**config.mk**
```make
export PLATFORM = sky130hd
export DESIGN_NAME = ode_output_disable
export DESIGN_NICKNAME = d
export VERILOG_FILES = /design/src/hdl/ode_pkg.sv /design/src/hdl/ode_fault_det.sv /design/src/hdl/ode_output_disable.sv
export SDC_FILE = /design/constraint.sdc
export NUM_CORES = 1
export LEC_CHECK = 0
export BUFFER_PORTS_ARGS = -buffer_cell sky130_fd_sc_hd__buf_2
export CAP_MARGIN = 10
export CORE_ASPECT_RATIO = 0.7
export CORE_UTILIZATION = 43
export CTS_CLUSTER_DIAMETER = 60
export CTS_CLUSTER_SIZE = 25
export DETAILED_ROUTE_END_ITERATION = 7
export PLACE_DENSITY = 0.65
export SETUP_SLACK_MARGIN = 0.3
export SLEW_MARGIN = 20
export SYNTH_ARGS = -nofsm -noshare
export SYNTH_HDL_FRONTEND = slang
export SYNTH_SLANG_ARGS = --single-unit
```
**constraint.sdc**
```tcl
create_clock -name clk -period 2.1 [get_ports clk]
set_input_delay 0.42 -clock clk [delete_from_list [all_inputs] [get_ports clk]]
set_output_delay 0.42 -clock clk [all_outputs]
set_load 0.1 [all_outputs]
```
**src/hdl/ode_pkg.sv**
```systemverilog
// shared types and constants of the pwm output disable block
`default_nettype none

package ode_pkg;

    // =========================================================
    // sizes
    localparam int unsigned FAULT_PINS = 5;          // inputs 0..3 and 8
    localparam int unsigned FAULT_PIN8 = 4;          // index of input 8
    localparam int unsigned PWM_PAIRS  = 3;
    localparam int unsigned PRE_W      = 7;

    // =========================================================
    // low level sampling
    localparam logic [4:0] LOW_SAMPLES   = 5'h10;    // 16 consecutive samples
    localparam logic [6:0] DIV8_MASK     = 7'h07;
    localparam logic [6:0] DIV16_MASK    = 7'h0f;
    localparam logic [6:0] DIV128_MASK   = 7'h7f;
    localparam logic [6:0] PRE_RESET     = 7'h00;
    localparam logic [4:0] CNT_RESET     = 5'h00;

    // =========================================================
    // options
    localparam logic EVENT_LINK_BUILT = 1'b1;        // clear for the variant without it

    // =========================================================
    // types
    typedef enum logic [1:0]
    {
        ODE_DET_EDGE      = 2'h0,
        ODE_DET_LOW_DIV8  = 2'h1,
        ODE_DET_LOW_DIV16 = 2'h2,
        ODE_DET_LOW_DIV128= 2'h3
    } ode_det_mode_t;

    typedef struct packed
    {
        logic div128;
        logic div16;
        logic div8;
    } ode_tick_t;

    typedef struct packed
    {
        logic [PWM_PAIRS-1:0] hi;
        logic [PWM_PAIRS-1:0] lo;
        logic [PWM_PAIRS-1:0] active_high;
    } ode_pwm_t;

    typedef struct packed
    {
        logic [FAULT_PINS-1:0] fault;
        logic                  cmp;
        logic                  osc;
        logic                  sw;
        logic                  evt;
    } ode_flags_t;

endpackage : ode_pkg

`default_nettype wire

```
**src/hdl/ode_fault_det.sv**
```systemverilog
// one fault input pin: synchroniser, edge and low level detection
`default_nettype none

module ode_fault_det
(
    // clock and reset
    input  wire logic               clk,
    input  wire logic               rstn,
    input  wire logic               ce,
    // pin and setup
    input  wire logic               pin_n,
    input  wire ode_pkg::ode_det_mode_t mode,
    input  wire ode_pkg::ode_tick_t tick,
    // results
    output logic                    detect,
    output logic                    pin_low
);
    import ode_pkg::*;

    typedef struct packed
    {
        logic       sync1;
        logic       sync2;
        logic       prev;
        logic [4:0] cnt;
        logic       detect;
    } ode_det_state_t;

    ode_det_state_t state_ff;
    ode_det_state_t nxt_state;

    function automatic logic sel_tick(input ode_det_mode_t m, input ode_tick_t t);
        logic r;
        r = 1'b0;
        unique case (m)
            ODE_DET_EDGE:       r = 1'b0;
            ODE_DET_LOW_DIV8:   r = t.div8;
            ODE_DET_LOW_DIV16:  r = t.div16;
            ODE_DET_LOW_DIV128: r = t.div128;
        endcase
        return r;
    endfunction : sel_tick

    always_comb
    begin
        nxt_state        = state_ff;
        nxt_state.sync1  = pin_n;
        nxt_state.sync2  = state_ff.sync1;
        nxt_state.prev   = state_ff.sync2;
        nxt_state.detect = 1'b0;
        if (mode == ODE_DET_EDGE)
        begin
            nxt_state.cnt    = CNT_RESET;
            nxt_state.detect = state_ff.prev & ~state_ff.sync2;
        end
        else if (sel_tick(mode, tick))
        begin
            // saturate so a held low reports once per episode
            if (state_ff.sync2)
            begin
                nxt_state.cnt = CNT_RESET;
            end
            else if (state_ff.cnt != LOW_SAMPLES)
            begin
                nxt_state.cnt    = state_ff.cnt + 5'h01;
                nxt_state.detect = (state_ff.cnt == LOW_SAMPLES - 5'h01);
            end
        end
    end

    always_ff @(posedge clk or negedge rstn)
    begin
        if (!rstn)
        begin
            state_ff <= '{sync1: 1'b1, sync2: 1'b1, prev: 1'b1, cnt: 5'h00, detect: 1'b0};
        end
        else if (ce)
        begin
            state_ff <= nxt_state;
        end
    end

    assign detect  = state_ff.detect;
    assign pin_low = ~state_ff.sync2;

endmodule : ode_fault_det

`default_nettype wire

```
**src/hdl/ode_output_disable.sv**
```systemverilog
// pwm output disable: fault pins, output comparison and forced float
`default_nettype none

module ode_output_disable
(
    // clock and reset
    input  wire logic                                   clk,
    input  wire logic                                   rstn,
    input  wire logic                                   ce,
    // fault pins, bit 4 is input 8
    input  wire logic [ode_pkg::FAULT_PINS-1:0]         fault_input_n,
    input  wire ode_pkg::ode_det_mode_t [ode_pkg::FAULT_PINS-1:0] det_mode,
    // pwm timer unit levels
    input  wire ode_pkg::ode_pwm_t                      pwm,
    // other triggers
    input  wire logic                                   osc_stop,
    input  wire logic                                   sw_force,
    input  wire logic                                   event_in,
    // flag clears and interrupt enables
    input  wire ode_pkg::ode_flags_t                    flag_clr,
    input  wire logic [ode_pkg::FAULT_PINS-1:0]         irq_en_fault,
    input  wire logic                                   irq_en_cmp,
    // results
    output var ode_pkg::ode_flags_t                     flags,
    output logic                                        cpwm_hiz,
    output logic                                        ch0_hiz,
    output logic                                        irq_req
);
    import ode_pkg::*;

    typedef struct packed
    {
        logic [PRE_W-1:0] pre;
        logic             osc_s1;
        logic             osc_s2;
        ode_flags_t       flags;
        logic             cpwm_hiz;
        logic             ch0_hiz;
        logic             irq;
    } ode_state_t;

    ode_state_t state_ff;
    ode_state_t nxt_state;

    ode_tick_t             tick;
    logic [FAULT_PINS-1:0] det;
    logic [FAULT_PINS-1:0] pin_low;
    logic [PWM_PAIRS-1:0]  both_active;

    // =========================================================
    // sample ticks, one prescaler shared by every pin
    assign tick.div8   = (state_ff.pre & DIV8_MASK)  == DIV8_MASK;
    assign tick.div16  = (state_ff.pre & DIV16_MASK) == DIV16_MASK;
    assign tick.div128 = state_ff.pre == DIV128_MASK;

    // =========================================================
    // fault pin detectors
    generate
        for (genvar i = 0; i < FAULT_PINS; i++)
        begin : g_det
            ode_fault_det u_det
            (
                .clk     (clk),
                .rstn    (rstn),
                .ce      (ce),
                .pin_n   (fault_input_n[i]),
                .mode    (det_mode[i]),
                .tick    (tick),
                .detect  (det[i]),
                .pin_low (pin_low[i])
            );
        end
    endgenerate

    // =========================================================
    // output level comparison, pins share our clock so no sync
    generate
        for (genvar p = 0; p < PWM_PAIRS; p++)
        begin : g_cmp
            assign both_active[p] = ~((pwm.hi[p] ^ pwm.active_high[p]) |
                                      (pwm.lo[p] ^ pwm.active_high[p]));
        end
    endgenerate

    // set beats clear; a clear is refused while the cause persists
    function automatic logic upd_flag(input logic cur, input logic set, input logic clr, input logic cause);
        return set | (cur & ~(clr & ~cause));
    endfunction : upd_flag

    // =========================================================
    // next state
    always_comb
    begin
        nxt_state        = state_ff;
        nxt_state.pre    = state_ff.pre + 7'h01;
        nxt_state.osc_s1 = osc_stop;
        nxt_state.osc_s2 = state_ff.osc_s1;

        for (int k = 0; k < FAULT_PINS; k++)
        begin
            nxt_state.flags.fault[k] = upd_flag(state_ff.flags.fault[k], det[k],
                                                flag_clr.fault[k], pin_low[k]);
        end
        nxt_state.flags.cmp = upd_flag(state_ff.flags.cmp, |both_active,
                                       flag_clr.cmp, |both_active);
        nxt_state.flags.osc = upd_flag(state_ff.flags.osc, state_ff.osc_s2,
                                       flag_clr.osc, state_ff.osc_s2);
        nxt_state.flags.sw  = upd_flag(state_ff.flags.sw, sw_force,
                                       flag_clr.sw, 1'b0);
        // event pulse is the whole cause; absent option never sets
        nxt_state.flags.evt = upd_flag(state_ff.flags.evt, event_in & EVENT_LINK_BUILT,
                                       flag_clr.evt, 1'b0);

        nxt_state.cpwm_hiz = (|nxt_state.flags.fault[FAULT_PIN8-1:0]) |
                             nxt_state.flags.cmp |
                             nxt_state.flags.osc | nxt_state.flags.sw |
                             nxt_state.flags.evt;
        nxt_state.ch0_hiz  = nxt_state.flags.fault[FAULT_PIN8] |
                             nxt_state.flags.osc | nxt_state.flags.sw |
                             nxt_state.flags.evt;
        nxt_state.irq      = (|(nxt_state.flags.fault & irq_en_fault)) |
                             (nxt_state.flags.cmp & irq_en_cmp);
    end

    // =========================================================
    // state register, frozen while ce is low
    always_ff @(posedge clk or negedge rstn)
    begin
        if (!rstn)
        begin
            state_ff <= '0;
        end
        else if (ce)
        begin
            state_ff <= nxt_state;
        end
    end

    assign flags    = state_ff.flags;
    assign cpwm_hiz = state_ff.cpwm_hiz;
    assign ch0_hiz  = state_ff.ch0_hiz;
    assign irq_req  = state_ff.irq;

endmodule : ode_output_disable

`default_nettype wire

```
After elaboration in Yosys (flattened, before gate mapping)
Cells that the tools add are included.
Word-level totals
  register bits: 66
  bits of input ports: 45
  output and inout port bits: 12
  word-level logic and storage cells: 196
Operators by class
  add/sub/neg operators: 6
  equal/unequal tests: 28
  mux-type cells: 35
  bitwise gates (word level): 68
  reductions and logical operators: 23
Operators by type and width (number)
  2-to-1 mux 6 bit: 15
  adder 5 x 1 -> 5 bit, second input constant: 5
  equality test 5 x 4 -> 1 bit, second input constant: 5
  2-to-1 mux 5 bit: 5
  inequality test 5 bit, second input constant: 5
  AND 1 bit: 22
  equality test 2 bit, second input constant: 10
  bitwise OR 1 bit: 20
  inverter 1 bit: 19
  case mux 1 bit (3 select lines): 5
  AND reduction 3 bit: 5
  nonzero test 3 bit: 5
  equality test 2 x 1 -> 1 bit, second input constant: 5
  zero test 2 bit: 5
  2-to-1 mux 1 bit: 10
  nonzero test 2 bit: 5
  adder 7 x 1 -> 7 bit, second input constant: 1
  equality test 7 bit, second input constant: 1
  XOR 1 bit: 6
  AND 5 bit: 1
  OR reduction 5 bit: 1
  equality test 4 bit, second input constant: 1
  OR reduction 4 bit: 1
  equality test 3 bit, second input constant: 1
  OR reduction 3 bit: 1

Longest topological paths before layout
Gate-level depths: netlist of run 1.
  depth in word-level cells: 13
  depth in mapped cells: 8
  depth with buffers taken out: 7

Hierarchy
A second synthesis of run 1 with hierarchy kept.
Second synthesis, totals
  cell total of the unflattened synthesis: 376
  area, all modules: 3898.7 um^2
By module, submodules not included
  ode_fault_det (g_det[0].u_det ...): instances 3, cells an instance 53, area each 561.8 um^2
  ode_output_disable: instances 1, cells an instance 111, area each 1122.3 um^2
  ode_fault_det (g_det[2].u_det ...): instances 2, cells an instance 53, area each 545.5 um^2

Worst setup path before layout of run 1
Ideal clock, no wire load.
  kind: reg-to-reg
  start point: reg state_ff[14] in the netlist's numbering
  end point: reg g_det[0].u_det.state_ff[1] in the netlist's numbering
  setup time: 0.125 ns
  arrival time: 1.924 ns
  data required time: 1.975 ns
  slack: 0.052 ns
  stages on the path, launching flop included: 8
  path buffers: 1
  clock period less this slack: 2.048 ns
  cells stage by stage: dfrtp_1 ha_1 ha_1 buf_2 or3b_2 nand3_1 nor2_1 mux2_2
Between the ends
  word-level cells in the longest chain between the ends: 5
  elaborated cells between the ends (all ways): 7
  those cells by class: eq/ne: 3; mux: 2; reduce/logical: 2
Ends and longest elaborated chain
  start, declared: line ode_output_disable.sv:42  | ode_state_t state_ff;
  start signal, assigned: line ode_output_disable.sv:135  | state_ff <= nxt_state;
  equality test 7 bit (tied with other cells): line ode_output_disable.sv:54  | assign tick.div128 = state_ff.pre == DIV128_MASK;
  case mux 1 bit (3 select lines) *: line ode_fault_det.sv:35  | unique case (m)
  2-to-1 mux 1 bit *: line ode_fault_det.sv:51  | if (mode == ODE_DET_EDGE)
  nonzero test 2 bit (no line) *
  AND reduction 3 bit (no line) *
  end signal, assigned: line ode_fault_det.sv:75  | state_ff <= '{sync1: 1'b1, sync2: 1'b1, prev: 1'b1, cnt: 5'h00, detect: 1'b0};
  end signal, assigned: line ode_fault_det.sv:79  | state_ff <= nxt_state;
  end, declared: line ode_fault_det.sv:29  | ode_det_state_t state_ff;
Every way passes the cells marked *; elsewhere a longest branch is shown, timed or not. The select of a mux whose other input is x is not followed.
A chain may end at the register's enable or synchronous reset.

Final worst setup path of run 1
Ends and elaborated chain as after synthesis.

==> impl_summary.md, run 1 <==
Run status
The run finished with clean final reports.

Worst setup path
The family with the most delay on the worst path is simple AND/OR/NAND/NOR gates. The arrival time at the worst endpoint is 2010 ps. For this run, the slowest stage of the critical path takes 430 ps. The nature of the critical path endpoint is a flop.

The buffers plus inverters on the worst setup path is 0. The element type at the critical path start is a flop. At the worst endpoint, the required time is 2310 ps. Traced cell by cell, the critical path runs through ha_4, nand3_4, a2bb2oi_2, or3b_4, mux2_2.

The maximum fanout count along the critical path is 5. Among all stages on the critical path, the largest delay is contributed by or3b_4. The kind of critical path is reg -> reg.

Route
In this run the remaining antenna-violating nets after routing total 0. The detailed router finished its first iteration with 175 violations. The via count is 2980. In the routed design, unresolved DRC markers number 0. The via count normalized by instance count is 5.23.

The number of detailed-routing iterations run before antenna repair is 4. The total wirelength of the detailed-routed design is 8160 um. In the final routed layout, each cell accounts on average for 14.3 um.

Timing
For the pin with the worst max-slew slack, the measured transition is 496 ps. The number of hold violations in the final report was 0. The relative slew slack is 67.2%.

Setup slack closes at 298 ps. The worst path uses 85.8% of the clock period. Setup violations remaining at the end of the flow were counted as 0.

The maximum clock rate is 555 MHz. Clock skew on the completed layout was measured at 6.54 ps. For the final routed database, the setup TNS stands at 0 ps. The count of pins over their slew limit is 0. Subtracting the final worst setup slack from the clock period gives 1800 ps. On the final layout, the worst hold slack is 86.8 ps. Setup repair after global routing could not meet its margin everywhere.

Placed design
The congestion estimate from routability-driven global placement came to 0.839. The count of buffers added on input and output ports is 56. The pre-CTS setup slack is 213 ps. The number of placed instances, taps included, is 542. The area after detailed placement is 0.00421 mm2. The half-perimeter wire length after placement is 5480 um.

Final layout
The fill cell instance count of the final layout is 749. The fraction of final layout cells with drive strength greater than 1 is 35.6%. The final layout net count is 507. 0 antenna diodes ended up in the layout.

The final standard cell utilization of the core is 56.1%. The register area is 0.00167 mm2. The area growth from synthesis to final layout is 25.8%. The number of standard cells in the final layout excluding fillers is 570. The final non-filler cell area is 0.00475 mm2.

The area of the multi-input gates is 0.00207 mm2.

Logic synthesis
The cell area after technology mapping is 0.00378 mm2. The total number of yosys warnings is 0. The fraction of synthesized cell area taken by the top area cell type is 33.8%. The number of different library cells used by synthesis comes to 57. After Yosys synthesis, XOR and XNOR cells account for 1.16% of the synthesized area.

The top cell type by total area after synthesis is dfrtp_1. The number of cells produced by synthesis is 376. In the post-synthesis netlist, the cell with the most instances is dfrtp_1. The predominant post-synthesis flop cell is dfrtp_1. When the netlist entered floorplanning its net count stood at 438. The proportion of synthesized chip area in sequential cells is 44.2%.

The combinational family with the most area after synthesis is simple AND/OR/NAND/NOR gates. Ranked by total cell area, the synthesized netlist is headed by dfrtp_1 34%, dfstp_2 10%, mux2_2 6.0%. In the synthesized netlist, mux cells make up 5.96% of the area. The synthesized area per cell is 10.0 um2. The total of flip-flops plus latches after synthesis is 66.

After synthesis, the share of flip-flops with an asynchronous set or reset is 100%. The area fraction in compound gates after synthesis is 17.5%. The adder-cell area share of the yosys netlist is 5.63%. The count of flip-flops with a built-in enable after synthesis is 0. After Yosys synthesis, and, or, nand and nor cells account for 19.3% of the synthesized area. Sorting the synthesized cells by how often they occur yields 51 x dfrtp_1, 39 x nand2_1, 37 x inv_1.

Pwr
The leakage power figure is 2.05 nW. The total power is 4.33 mW. The power density over the cells is 910 mW/mm2. The worst IR drop on VDD is 0.480 mV.

Clock network
After clock tree synthesis, the flow added hold-fix buffers numbering 0. The clock-pin transition on the worst setup and hold timing paths is 50 ps. The CTS tree is done.

The clock latency of the later-clocked register in the worst-skew pair is 330 ps. The clock tree synthesis step divided the H-tree into 3 levels. The buffer type at the clock tree root is clkbuf_16. No sink is reached through more buffers than the 2 on the longest clock path. The clock net in this run drives a total of 66 sinks. The total clock buffers created by CTS is 9.

Worst hold path
The type of the most critical hold path is in -> async.

Floorplan
The die covers 0.00917 mm2. After floorplanning, the core was divided into 28 placement rows. The floorplan step set the die height to 80.4 um. From left edge to right edge, the die measures 114 um. Once the floorplan was initialized, standard cells occupied 44.6% of the core. The total core area is 0.00848 mm2.

57 I/O pins were placed.

GRT
The total overflow left after global routing is 0. The pin count of the biggest net entering global routing is 67. The number of antenna violations at the first check in global routing is 0. The combined global-route utilization of all metal layers is 18.9%. The via count of the first global-routing pass was 2806. The first-pass GRT wire length is 13400 um.

Job
The max capacitance violation total is 0.
-- per-layer routing --
metal | GRT usage, % | vias to the layer above | share of wire, % | wire length, um
li1 | - | 1489 | - | -
met1 | 25.5 | 1403 | 48 | 3950
met2 | 29.3 | 80 | 45 | 3660
met3 | 6.34 | 8 | 5.8 | 470
met4 | 4.29 | 0 | 0.91 | 74
met5 | 0 | - | 0 | 0
-- registers in the layout (all words and copies together) (netlist names) --
register / flops
g_det.u_det.state_ff: 30
g_det.u_det.nxt_state: 10
flags: 9
state_ff: 8
g_det.u_det.detect: 5
ch0_hiz: 1
cpwm_hiz: 1
irq_req: 1
nxt_state: 1
-- final timing paths --
path / start / end / slack, ps / cells past startpoint
setup / recovery: state_ff[14] / g_det[0].u_det.state_ff[1] / 300 / 5
hold / removal: rstn / g_det[4].u_det.state_ff[1] / 90 / 2
setup reg to reg: state_ff[14] / g_det[0].u_det.state_ff[1] / 300 / 5
hold reg to reg: nxt_state[12] / nxt_state[12] / 500 / 1
max in group asynchronous: rstn / g_det[0].u_det.state_ff[6] / 1670 / 2
min in group clk: fault_input_n[3] / g_det[3].u_det.nxt_state[7] / 320 / 2
-- cell usage in the layout, fill, tap and decap left out, types with 3 or more instances in the layout --
| master | n |
|---|---|
| buf_2 | 56 |
| dfrtp_1 | 50 |
| nand2_1 | 39 |
| inv_1 | 37 |
| nand3_1 | 21 |
| mux2_2 | 20 |
| o21ai_0 | 19 |
| nor2_1 | 18 |
| a21oi_1 | 15 |
| ha_1 | 15 |
| dfstp_2 | 15 |
| buf_4 | 15 |
| clkbuf_16 | 9 |
| and3_1 | 8 |
| a22o_1 | 5 |
| o311ai_2 | 5 |
| nor3_1 | 4 |
| nand4bb_1 | 4 |
| nor2b_1 | 4 |
| o311ai_4 | 4 |
| or3_1 | 3 |
| nand2b_1 | 3 |
| nand3_4 | 3 |
| nand4_1 | 3 |
| xnor2_1 | 3 |
| and2_1 | 3 |
| a221oi_4 | 3 |
| o31a_1 | 3 |
| nand2b_4 | 3 |
| clkbuf_1 | 3 |
-- what timing repair did --
action | 4_1_cts | 5_1_grt
resized for setup | 10 | 14
pin swaps | 5 | 9
setup buffers | 7 | 4
cloned | 1 | 0
endpoints found under the setup margin | 9 | 20
-- report_power, final --
group	switching (mW)	leakage, nW	internal [mW]	total [mW]
logic	0.661	1.09	0.450	1.11
clock network	0.537	0.147	0.983	1.52
registers	0.216	0.814	1.48	1.69
total	1.41	2.05	2.91	4.33
-- cell families after synthesis --
logic type	Yosys count
buffers and inverters	53
and+or+nand+nor	131
adders and majority gates	17
muxes	20
AOI/OAI and AO/OA	84
xor gates and xnor gates	5
DFF	66
-- final cells by class --
class	instances	share of cell area, %
inverters	37	2.92
multi-input cells	258	43.5
well taps	120	3.16
clock buffers	14	5.55
repair buffers	73	8.92
clock inverters	2	0.737
flip-flops and latches	66	35.2
No activity file was read; power rests on OpenSTA's default activity.
==> run 2: changes to the inputs <==
--- a/config.mk
+++ b/config.mk
@@ -7,12 +7,15 @@
 export LEC_CHECK = 0
 export BUFFER_PORTS_ARGS = -buffer_cell sky130_fd_sc_hd__buf_2
 export CAP_MARGIN = 10
+export CELL_PAD_IN_SITES_DETAIL_PLACEMENT = 0
+export CELL_PAD_IN_SITES_GLOBAL_PLACEMENT = 1
 export CORE_ASPECT_RATIO = 0.7
-export CORE_UTILIZATION = 43
+export CORE_UTILIZATION = 40
 export CTS_CLUSTER_DIAMETER = 60
 export CTS_CLUSTER_SIZE = 25
 export DETAILED_ROUTE_END_ITERATION = 7
-export PLACE_DENSITY = 0.65
+export GPL_TIMING_DRIVEN = 0
+export PLACE_DENSITY_LB_ADDON = 0.1
 export SETUP_SLACK_MARGIN = 0.3
 export SLEW_MARGIN = 20
 export SYNTH_ARGS = -nofsm -noshare
==> run 2 against run 1 <==
Effect of this change: sequential share of layout area decreased by 2.0 points; die area up 7.3%; power rose by 6.4%; clock-buffer cell count is 4 lower; largest power group unchanged.
==> impl_summary.md, run 2 (same netlist as run 1, synthesis figures left out) <==
Final layout
The register with the most flip-flops in the layout has 30 of them. Counting the fill cells in the layout gives 817. Ranked by flip-flop count, first place goes to g_det.u_det.state_ff. The fraction of final layout cells with drive strength greater than 1 is 40.6%. The final layout net count is 528. From synthesis to final layout, the design area changed by 33.2%. The library cell used most frequently in the layout, excluding fill and tap cells, is buf_2. Leaving out fill and tap cells, the most frequent cells in the layout are 56 x buf_2, 51 x dfrtp_1, 39 x nand2_1, 37 x inv_1, 30 x buf_4.

Worst setup path
The library cell contributing the largest single delay on the critical path is dfrtp_1. In this run the register-to-register setup slack is 250 ps. Data on the critical path arrives at its endpoint at 2080 ps. The worst path required time is 2330 ps. Broken down by cell family, the worst path's largest delay share belongs to compound AO/OA/AOI/OAI gates. The signal on the critical path passes through ha_4, nand3_4, a221oi_4, and3b_2, nand2b_4, o311ai_2. Counting both buffers and inverters, the worst setup path holds a total of 0.

In this run the number of cells on the critical path is 6. In this run the worst setup path begins at state_ff[15]. The element type at the critical path start is a flop. For the worst flop-to-flop path, the logic depth is 6. The maximum fanout count along the critical path is 8. The largest stage delay on the critical path is 390 ps. The kind of critical path is reg -> reg. The beginning of the worst register-to-register path is state_ff[15]. The nature of the critical path endpoint is a flop.

The destination of the worst register-to-register timing path is g_det[2].u_det.state_ff[4].

Timing
Timing would allow up to 540 MHz. The minimum clock period is 1850 ps. The worst setup skew after layout is 4.61 ps. Setup violations remaining at the end of the flow were counted as 0. The count of pins over their slew limit is 0. The number of hold violations in the final report was 0. Measured against its own limit, the worst slew margin works out to 62.0%.

The sum of negative setup slack is 0 ps. The final critical-path share of the clock period is 88.2%. Setup repair after global routing could not meet its margin everywhere. For the pin with the worst max-slew slack, the measured transition is 565 ps.

GRT
The first-pass GRT wire length is 14800 um. The number of antenna violations at the first check in global routing was 0. The total overflow left after global routing is 0. The combined global-route utilization of all metal layers is 19.3%. The pin count of the biggest net entering global routing is 42. The via count of the first global-routing pass is 3029.

Floorplan
Row generation in the floorplan step produced 29 rows. The floorplan die width is 118 um. The y dimension of the die is 83.3 um.

The die covers 0.00984 mm2. Once the floorplan was initialized, standard cells occupied 41.5% of the core. 57 I/O pins were placed. The total core area is 0.00911 mm2.

Placed design
During placement, the flow inserted port buffers numbering 56. The routability-driven placement congestion ratio is 0.760. Once detailed placement completed, the half-perimeter wirelength came to 6040 um.

Job
The max capacitance violation total is 0.

Pwr
In this run the power density over the cells is 914 mW/mm2. The total power is 4.60 mW. VDD sags by at most 0.620 mV.

The leakage power figure is 2.16 nW.

Clock network
The clock passes through at most 2 buffers. Clock-pin slew was measured on the worst setup and hold paths at 60 ps. Clock tree synthesis inserted a total of 9 buffers. The buffer type at the clock tree root is clkbuf_16. The number of H-tree levels is 3. The clock net in this run drives a total of 66 sinks. The CTS tree is done. The clock reaches the later pin of the worst-skew pair after 330 ps. After clock tree synthesis, the flow added hold-fix buffers numbering 0.

Run status
The run finished with clean final reports.

Worst hold path
The type of the most critical hold path is in -> async.

Route
After detailed routing, the number of remaining DRC violations is 0. The total wirelength of the detailed-routed design is 8930 um. The detail route stage leaves a number of antenna-violating nets equal to 0. The number of design-rule violations left by the first detailed-router iteration is 131.

For this run, the detailed router's first-pass iteration total came to 4. The via count is 3087. In the final routed layout, each cell accounts on average for 15.0 um.

Using the TritonRoute via totals, the vias-per-cell ratio works out to 5.18.
[run 2: cell count changes in the layout (fill, tap and decap cells not counted), sizes merged]
cell,before,now
buf,73,91
bufinv,1,2
clkinvlp,0,2
diode,0,1
inv,37,38
nand3,26,25
[run 2: metal layers]
metal / part of all wire, % / track usage, % / up-vias / wire length [um]
met5: 0 / 0 / - / 0
met3: 4.9 / 5.70 / 9 / 436
met2: 43 / 28.8 / 65 / 3810
met1: 51 / 26.6 / 1487 / 4580
li1: - / - / 1526 / -
met4: 1.2 / 6.29 / 0 / 106
[run 2: what timing repair did]
action / 4_1_cts / 5_1_grt
resized for setup: 23 / 25
pin swaps: 8 / 16
setup endpoints to repair: 24 / 33
hold endpoints to repair: 0 / 0
buffers inserted: 9 / 13
[run 2: layout make-up]
type	instances	area, um2	area share, %
Tap cell	124	155	3.08
Inverter	37	139	2.76
Buffer	16	109	2.16
Multi-Input combinational cell	257	2150	42.8
Antenna cell	1	2.50	0.0497
Timing Repair Buffer	79	475	9.45
Clock inverter	6	88.8	1.77
Clock buffer	10	239	4.75
Sequential cell	66	1670	33.2
[run 2: report_power, final]
group | internal [mW] | switching, mW
registers | 1.47 | 0.209
logic | 0.561 | 0.717
clock network | 1.07 | 0.566
[run 2: per-stage QoR]
stage / setup slack, ps / hold slack, ps / util, % / std cells / instance area, um2
2_1_floorplan: 310 / 124 / - / 376 / 3830
3_3_place_gp: -123 / 484 / 46.8 / 556 / 4260
3_5_place_dp: -90.6 / 366 / 47.0 / 557 / 4280
4_1_cts: 232 / 7.48 / 52.7 / 582 / 4800
5_1_grt: 153 / 20.0 / 55.2 / 595 / 5030
6_report: 247 / 4.30 / 55.2 / 596 / 5030
[run 2: worst max path at each step]
stage / end / slack (ps)
after floorplan: g_det[0].u_det.state_ff[1] / 310
after global placement: g_det[4].u_det.state_ff[3] / -120
after detailed placement: g_det[4].u_det.state_ff[3] / -90
after CTS: g_det[0].u_det.state_ff[1] / 230
after global routing: g_det[2].u_det.state_ff[3] / 150
final: g_det[2].u_det.state_ff[4] / 250
[run 2: worst reg2reg max path, cell delays in order, from the launching register on]
cell	delay, ps
dfrtp_1	390
ha_4	180
nand3_4	220
a221oi_4	390
and3b_2	280
nand2b_4	90
o311ai_2	210
